$ cat config.mk
export PLATFORM = sky130hd
export DESIGN_NAME = sfcd_top
export DESIGN_NICKNAME = d
export VERILOG_FILES = /design/src/sfcd_pkg.sv /design/src/sfcd_edge.sv /design/src/sfcd_top.sv
export SDC_FILE = /design/constraint.sdc
export NUM_CORES = 1
export LEC_CHECK = 0
export ABC_AREA = 1
export BUFFER_PORTS_ARGS = -buffer_cell sky130_fd_sc_hd__buf_4
export CORE_UTILIZATION = 50
export CTS_CLUSTER_SIZE = 28
export DETAILED_ROUTE_END_ITERATION = 12
export GPL_TIMING_DRIVEN = 0
export PLACE_DENSITY = 0.71
export SYNTH_ARGS = -nofsm -noshare
export SYNTH_HDL_FRONTEND = slang
export SYNTH_SLANG_ARGS = --single-unit
$ cat constraint.sdc
create_clock -name ref_clk -period 10.6 [get_ports ref_clk]
set_input_delay 2.12 -clock ref_clk [delete_from_list [all_inputs] [get_ports ref_clk]]
set_output_delay 2.12 -clock ref_clk [all_outputs]
set_load 0.005 [all_outputs]
$ cat src/sfcd_pkg.sv
// package for the serial flash command decoder: opcodes, states, carriers
// assumes a single 100 MHz core clock samples the serial link
`default_nettype none
package sfcd_pkg;
	// ---------------------------------------------------------------
	// opcodes
	// ---------------------------------------------------------------
	localparam logic [7:0] OP_PAGE_PROGRAM   = 8'h02;
	localparam logic [7:0] OP_SECTOR_ERASE   = 8'h20;
	localparam logic [7:0] OP_BLOCK_ERASE_64 = 8'hd8;
	localparam logic [7:0] OP_STATUS_READ    = 8'h05;
	localparam logic [7:0] OP_CONFIG_READ    = 8'h15;
	localparam logic [7:0] OP_SUSPEND_A      = 8'h75;
	localparam logic [7:0] OP_SUSPEND_B      = 8'hb0;
	localparam logic [7:0] OP_WRITE_SET      = 8'h06;
	localparam logic [7:0] OP_WRITE_CLR      = 8'h04;
	localparam logic [7:0] OP_RESUME_A       = 8'h7a;
	localparam logic [7:0] OP_RESUME_B       = 8'h30;

	// ---------------------------------------------------------------
	// counts
	// ---------------------------------------------------------------
	localparam int          ADDR_BYTES = 3;
	localparam logic [2:0]  BIT_LAST   = 3'h7;
	localparam logic [1:0]  ADDR_LAST  = 2'h2;
	localparam logic [23:0] ADDR_ZERO  = 24'h000000;

	typedef enum logic [2:0] {
		ST_OPCODE  = 3'b000,
		ST_ADDRESS = 3'b001,
		ST_DATA    = 3'b010,
		ST_OUTPUT  = 3'b011,
		ST_CONTROL = 3'b100,
		ST_STANDBY = 3'b101
	} sfcd_state_type;

	typedef enum logic [2:0] {
		OPK_NONE    = 3'b000,
		OPK_PROGRAM = 3'b001,
		OPK_SECTOR  = 3'b010,
		OPK_BLOCK   = 3'b011,
		OPK_SUSPEND = 3'b100,
		OPK_RESUME  = 3'b101,
		OPK_WSET    = 3'b110,
		OPK_WCLR    = 3'b111
	} sfcd_opk_type;

	// dispatched operation toward the program/erase engine
	typedef struct packed {
		logic         valid;
		sfcd_opk_type kind;
		logic [23:0]  addr;
	} sfcd_cmd_type;

	// one data byte of a page program
	typedef struct packed {
		logic       valid;
		logic [7:0] data;
	} sfcd_byte_type;
endpackage
`default_nettype wire

$ cat src/sfcd_edge.sv
// link sampler: two-flop synchroniser plus edge finder for one pin
// assumes the pin is asynchronous to ref_clk
`timescale 1ns/1ps
`default_nettype none
module sfcd_edge #(
	parameter logic RST_VAL = 1'b0
) (
	input  wire logic ref_clk,
	input  wire logic reset,
	input  wire logic pin,
	output logic      level,
	output logic      rise,
	output logic      fall
);
	logic meta_ff;
	logic sync_ff;
	logic last_ff;

	// reset to the pin's idle level so no false edge follows reset;
	// the pin reaches the first flop raw, with no gate in front of it
	always_ff @(posedge ref_clk or posedge reset) begin
		if (reset) begin
			meta_ff <= RST_VAL;
			sync_ff <= RST_VAL;
			last_ff <= RST_VAL;
		end else begin
			meta_ff <= pin;
			sync_ff <= meta_ff;
			last_ff <= sync_ff;
		end
	end

	assign level = sync_ff;
	assign rise  = sync_ff & ~last_ff;
	assign fall  = ~sync_ff & last_ff;
endmodule
`default_nettype wire

$ cat src/sfcd_top.sv
// serial flash command decoder: collects opcode and address, dispatches operations
// assumes the host drives cs_n and sclk slower than ref_clk/4; engine gives busy
`timescale 1ns/1ps
`default_nettype none
module sfcd_top (
	input  wire logic             ref_clk,
	input  wire logic             reset,
	input  wire logic             cs_n,
	input  wire logic             sclk,
	input  wire logic             si,
	input  wire logic [7:0]       status_val,
	input  wire logic [7:0]       config1_val,
	input  wire logic [7:0]       config2_val,
	input  wire logic             engine_busy,
	output logic                  so,
	output logic                  so_oe,
	output logic                  write_enable_latch,
	output sfcd_pkg::sfcd_cmd_type  cmd,
	output sfcd_pkg::sfcd_byte_type prog_byte
);
	import sfcd_pkg::*;

	// ---------------------------------------------------------------
	// link sampling
	// ---------------------------------------------------------------
	logic cs_lvl, cs_rise, cs_fall;
	logic sck_lvl, sck_rise, sck_fall;
	logic si_lvl;

	sfcd_edge #(.RST_VAL(1'b1)) u_cs (
		.ref_clk (ref_clk),
		.reset   (reset),
		.pin     (cs_n),
		.level   (cs_lvl),
		.rise    (cs_rise),
		.fall    (cs_fall)
	);
	sfcd_edge #(.RST_VAL(1'b0)) u_sck (
		.ref_clk (ref_clk),
		.reset   (reset),
		.pin     (sclk),
		.level   (sck_lvl),
		.rise    (sck_rise),
		.fall    (sck_fall)
	);
	sfcd_edge #(.RST_VAL(1'b0)) u_si (
		.ref_clk (ref_clk),
		.reset   (reset),
		.pin     (si),
		.level   (si_lvl),
		.rise    (),
		.fall    ()
	);

	// data pin shares the clock pin's delay so rising-edge samples line up
	wire active   = ~cs_lvl;
	// mode 3 idles high: the edge that drops sclk right after cs falls is not a shift edge
	wire bit_in   = active & sck_rise;
	wire bit_out  = active & sck_fall;

	function automatic sfcd_opk_type decode_op(input logic [7:0] op);
		case (op)
			OP_PAGE_PROGRAM:              decode_op = OPK_PROGRAM;
			OP_SECTOR_ERASE:              decode_op = OPK_SECTOR;
			OP_BLOCK_ERASE_64:            decode_op = OPK_BLOCK;
			OP_SUSPEND_A, OP_SUSPEND_B:   decode_op = OPK_SUSPEND;
			OP_RESUME_A, OP_RESUME_B:     decode_op = OPK_RESUME;
			OP_WRITE_SET:                 decode_op = OPK_WSET;
			OP_WRITE_CLR:                 decode_op = OPK_WCLR;
			default:                      decode_op = OPK_NONE;
		endcase
	endfunction

	function automatic logic needs_latch(input sfcd_opk_type k);
		needs_latch = (k == OPK_PROGRAM) || (k == OPK_SECTOR) || (k == OPK_BLOCK);
	endfunction

	// ---------------------------------------------------------------
	// byte assembly
	// ---------------------------------------------------------------
	sfcd_state_type state_ff;
	logic [2:0]     bit_cnt_ff;
	logic [7:0]     shift_ff;
	logic [1:0]     addr_cnt_ff;
	logic [23:0]    addr_ff;
	sfcd_opk_type   kind_ff;
	logic           on_boundary_ff;

	wire [7:0] full_byte  = {shift_ff[6:0], si_lvl};
	wire       byte_done  = bit_in && (bit_cnt_ff == BIT_LAST);

	always_ff @(posedge ref_clk or posedge reset) begin
		if (reset) begin
			bit_cnt_ff <= 3'h0;
			shift_ff   <= 8'h00;
		end else if (cs_fall) begin
			bit_cnt_ff <= 3'h0;
			shift_ff   <= 8'h00;
		end else if (bit_in) begin
			bit_cnt_ff <= bit_cnt_ff + 3'h1;
			shift_ff   <= full_byte;
		end
	end

	always_ff @(posedge ref_clk or posedge reset) begin
		if (reset) begin
			on_boundary_ff <= 1'b1;
		end else if (cs_fall) begin
			on_boundary_ff <= 1'b1;
		end else if (bit_in) begin
			on_boundary_ff <= (bit_cnt_ff == BIT_LAST);
		end
	end

	// ---------------------------------------------------------------
	// command state machine
	// ---------------------------------------------------------------
	sfcd_opk_type nxt_kind;
	assign nxt_kind = decode_op(full_byte);

	always_ff @(posedge ref_clk or posedge reset) begin
		if (reset) begin
			state_ff    <= ST_OPCODE;
			addr_cnt_ff <= 2'h0;
			addr_ff     <= ADDR_ZERO;
			kind_ff     <= OPK_NONE;
		end else if (cs_fall) begin
			state_ff    <= ST_OPCODE;
			addr_cnt_ff <= 2'h0;
			kind_ff     <= OPK_NONE;
		end else if (byte_done) begin
			case (state_ff)
				ST_OPCODE: begin
					kind_ff <= nxt_kind;
					if (full_byte == OP_STATUS_READ || full_byte == OP_CONFIG_READ) begin
						state_ff <= ST_OUTPUT;
					end else if (nxt_kind == OPK_PROGRAM || nxt_kind == OPK_SECTOR ||
					             nxt_kind == OPK_BLOCK) begin
						state_ff <= ST_ADDRESS;
					end else if (nxt_kind != OPK_NONE) begin
						state_ff <= ST_CONTROL;
					end else begin
						state_ff <= ST_STANDBY;
					end
				end
				ST_ADDRESS: begin
					addr_ff <= {addr_ff[15:0], full_byte};
					addr_cnt_ff <= addr_cnt_ff + 2'h1;
					if (addr_cnt_ff == ADDR_LAST) begin
						state_ff <= (kind_ff == OPK_PROGRAM) ? ST_DATA : ST_CONTROL;
					end
				end
				ST_CONTROL: begin
					// extra bytes after a control command spoil it
					state_ff <= ST_STANDBY;
				end
				ST_DATA, ST_OUTPUT, ST_STANDBY: begin
					state_ff <= state_ff;
				end
				default: begin
					state_ff <= ST_STANDBY;
				end
			endcase
		end
	end

	// ---------------------------------------------------------------
	// dispatch at deselect; program data bytes pass on as each completes
	// ---------------------------------------------------------------
	wire ends_ok = cs_rise && on_boundary_ff &&
	               (state_ff == ST_CONTROL || state_ff == ST_DATA);
	wire latch_ok = !needs_latch(kind_ff) || write_enable_latch;

	always_ff @(posedge ref_clk or posedge reset) begin
		if (reset) begin
			cmd <= '0;
		end else begin
			cmd.valid <= 1'b0;
			if (ends_ok && latch_ok && (kind_ff != OPK_WSET) && (kind_ff != OPK_WCLR) &&
			    !(kind_ff == OPK_SUSPEND && !engine_busy)) begin
				cmd.valid <= 1'b1;
				cmd.kind  <= kind_ff;
				cmd.addr  <= addr_ff;
			end
		end
	end

	always_ff @(posedge ref_clk or posedge reset) begin
		if (reset) begin
			prog_byte <= '0;
		end else begin
			prog_byte.valid <= byte_done && (state_ff == ST_DATA) && write_enable_latch;
			if (byte_done) begin
				prog_byte.data <= full_byte;
			end
		end
	end

	always_ff @(posedge ref_clk or posedge reset) begin
		if (reset) begin
			write_enable_latch <= 1'b0;
		end else if (ends_ok) begin
			if (kind_ff == OPK_WSET) begin
				write_enable_latch <= 1'b1;
			end else if (kind_ff == OPK_WCLR || (needs_latch(kind_ff) && latch_ok) ||
			             (kind_ff == OPK_SUSPEND && engine_busy)) begin
				// cleared by write-clear, an accepted program or erase, or a suspend while busy
				write_enable_latch <= 1'b0;
			end
		end
	end

	// ---------------------------------------------------------------
	// read-out shifter
	// ---------------------------------------------------------------
	logic [15:0] out_ff;
	logic        out_go_ff;

	// load on the opcode's last rising edge, shift on falling edges
	always_ff @(posedge ref_clk or posedge reset) begin
		if (reset) begin
			out_ff    <= 16'h0000;
			out_go_ff <= 1'b0;
			so        <= 1'b0;
			so_oe     <= 1'b0;
		end else if (!active || state_ff == ST_STANDBY) begin
			out_go_ff <= 1'b0;
			so_oe     <= 1'b0;
		end else if (byte_done && state_ff == ST_OPCODE &&
		             (full_byte == OP_STATUS_READ || full_byte == OP_CONFIG_READ)) begin
			out_ff    <= (full_byte == OP_STATUS_READ) ? {status_val, status_val}
			                                         : {config1_val, config2_val};
			out_go_ff <= 1'b1;
		end else if (bit_out && out_go_ff) begin
			so     <= out_ff[15];
			so_oe  <= 1'b1;
			// status repeats itself; config pair wraps around
			out_ff <= {out_ff[14:0], out_ff[15]};
		end
	end
endmodule
`default_nettype wire

==> flow_summary.toml <==
[run_status]
status = "completed"

[timing]
hold_violations = 0
max_freq_mhz = 323
slew_headroom_pct = 64.7
drv_slew = 0
grt_setup_unrepaired = "false"
whs_ps = 358
clock_skew_ps = 12.7
tightest_slew_ps = 530
setup_viol = 0
fin_crit_sh_pct = 29.2
fin_crit_ps = 3090
final.setup.tns_ps = 0

[cells_and_area]
drive_gt1_share_pct = 18.2
fin_area_mm2 = 0.00568
n_antenna_cell = 0
layout.nets = 675
fin_cells = 776
area_delta_synth_final_pct = 18.8

[setup_path]
ff2ff_setup_slack_ps = 8600
worstSetupPathType = "reg -> out"
crit_chain = "buf_4"
cp-end-kind = "output port"
cp.required_ps = 8480
critical_path.max_stage_delay_ps = 460
crit_buf_inv = 1
reg2reg_depth = 7
cp.arrival_ps = 970
reg2reg_to = "cmd[3]$_DFFE_PP0P_"
regToRegStartpoint = "u_cs.level$_DFF_PP1_"
crit_family = "flip-flops"
critPathLaunchType = "flip-flop"
slowest_stage = "dfrtp_1"
worst-path-max-fanout = 4

[cts]
cts_resized = 0
clock_sinks = 108
clkLatencyLatePin_ps = 360
cts.reportedPaths.clkPinSlew_ps = 100
cts_hold_buffers = 0
cts_buffers = 9
htree_levels = 3
cts_buffer_depth = 2
cts_tree = "built"
root_buffer = "clkbuf_8"
cts_setup_buffers = 0

[yosys]
syn_inst = 561
yosys.area_share.adder_pct = 0.786
synthSimpleGateAreaFrac_pct = 21.1
synth_top_area_share_pct = 54.5
synth.ff_latch_count = 108
synth_top_family_by_area = "simple AND/OR/NAND/NOR gates"
synth.distinct_cells = 31
ys_warn_count = 0
synthTopCellsByArea = "dfrtp_1 (54%), nand2_1 (13%), o21ai_0 (8.7%)"
synth-compound-area-share_pct = 14.6
ys_seq_area_share_pct = 56.7
synth.avg_cell_area_um2 = 8.52
synthMuxAreaShare_pct = 0
synthXorXnorAreaFrac_pct = 0
syn_area_mm2 = 0.00478
synth_fp_nets = 594
synth_top_area_cell = "dfrtp_1"

[grt]
grt_pass1_vias = 3813
antenna_found_initial = 0
grt_pass1_wl_um = 18100
overflow = 0
track_usage_pct = 23.2
grt_max_degree = 75

[route]
ant_nets = 0
drc_errors = 0
vias = 3951
drtIter0Drc = 195
wl_per_cell_um = 13.4
via_per_inst = 5.09
routed_wl_um = 10400
drt_pre_antenna_iters = 4

[pwr]
p_comb_share_pct = 4.7
clkPwrFrac_pct = 34.3
power_mw = 0.686
internal_power_mw = 0.529
sw_frac_of_total_pct = 22.9
p_leak_nw = 2.97
pwr-share-seq_pct = 61.1
powerDensity_mw_per_mm2 = 121
power_switching_mw = 0.157
ir_drop_uv = 92.5

[die]
num_rows = 35
dieArea_mm2 = 0.00995
core_region_area_mm2 = 0.00924
die_y_um = 99.7
start_util_pct = 51.7
design.portCount = 70
die_w_um = 99.7

[placement]
placed_area_mm2 = 0.00549
dp_cells = 760
io_buffers = 69
gp_congestion = 0.902
dpl.hpwl_um = 7780

[worst_hold_path]
hp-class = "reg -> reg"
min-delay-start = "u_sck.meta_ff$_DFF_PP0_"
whs_path_depth = 0
holdPathEnd = "u_sck.level$_DFF_PP0_"

[job]
drv_cap = 0
cell type report:
type / instances / area (um2)
clock buffers: 12 / 155
clock inverters: 4 / 33.8
well taps: 129 / 161
fillers: 830 / 3560
multi-input cells: 379 / 1740
repair buffers: 70 / 546
inverters: 54 / 208
plain buffers: 20 / 120
flip-flops and latches: 108 / 2710
power groups by stage:
| stage | sequential (mW) | combinational, mW | clock (mW) |
|---|---|---|---|
| after global placement | 0.427 | 0.0307 | 0 |
| final | 0.419 | 0.0320 | 0.235 |
| after global routing | 0.419 | 0.0371 | 0.258 |
| after floorplan | 0.426 | 0.0177 | 0 |
| after detailed placement | 0.427 | 0.0326 | 0 |
| after CTS | 0.419 | 0.0327 | 0.244 |
cell usage after synthesis, drive strengths merged:
library cell / number
ha: 3
o21a: 1
clkbuf: 11
o221ai: 1
nand2: 162
a22o: 2
nand4: 3
nor3b: 1
o22ai: 4
nor2: 56
nor3: 5
buf: 9
nand3: 16
dfstp: 4
nand3b: 1
dfrtp: 104
o21ai: 96
a21oi: 27
inv: 54
a22oi: 1
flip-flops by register name, indices dropped and copies added, names as in the netlist, 2 cells and up:
signal       cells
cmd             28
addr_ff         24
out_ff          16
prog_byte        9
shift_ff         7
bit_cnt_ff       3
kind_ff          3
state_ff         3
addr_cnt_ff      2
metal layers:
layer  GRT usage, %  part of all wire (%)
met3           4.01                   4.4
met5              0                     0
met2           37.3                    48
met1           32.1                    46
met4           7.47                   1.4
worst max-delay path by stage:
stage                                   start                    endpoint  depth (start not counted)  slack (ps)
3_5_place_dp                      engine_busy          cmd[4]$_DFFE_PP0P_                          5        7250
6_report       write_enable_latch$_DFFE_PP0P_          write_enable_latch                          1        7510
2_1_floorplan                           reset  addr_cnt_ff[0]$_DFFE_PP0P_                          1        5640
5_1_grt        write_enable_latch$_DFFE_PP0P_          write_enable_latch                          1        7440
3_3_place_gp                            reset       out_ff[0]$_DFFE_PP0P_                          2        4480
4_1_cts        write_enable_latch$_DFFE_PP0P_          write_enable_latch                          1        7480
logic make-up (layout without fill, tap and decap cells):
logic type | after synthesis | in the layout
adders and majority gates | 3 | 3
AOI/OAI and AO/OA | 132 | 132
and+or+nand+nor | 244 | 244
DFF | 108 | 108
buffers and inverters | 74 | 160
through the flow:
stage,util (%),setup slack [ps]
3_5_place_dp,59.4,7250
3_3_place_gp,59.1,4480
5_1_grt,61.4,7440
2_1_floorplan,-,5640
6_report,61.4,7510
4_1_cts,61.4,7480
layout by cell type, fill, tap and decap left out, drive strengths merged, types with 2 or more instances in the layout:
cell / count
a22o: 2
o21ai: 96
dfstp: 4
nand2: 162
nand3: 16
nor2: 56
buf: 79
clkinv: 3
a21oi: 27
dfrtp: 104
nand4: 3
o22ai: 4
nor3: 5
inv: 54
ha: 3
clkbuf: 23
No activity file was read; power rests on OpenSTA's default activity.
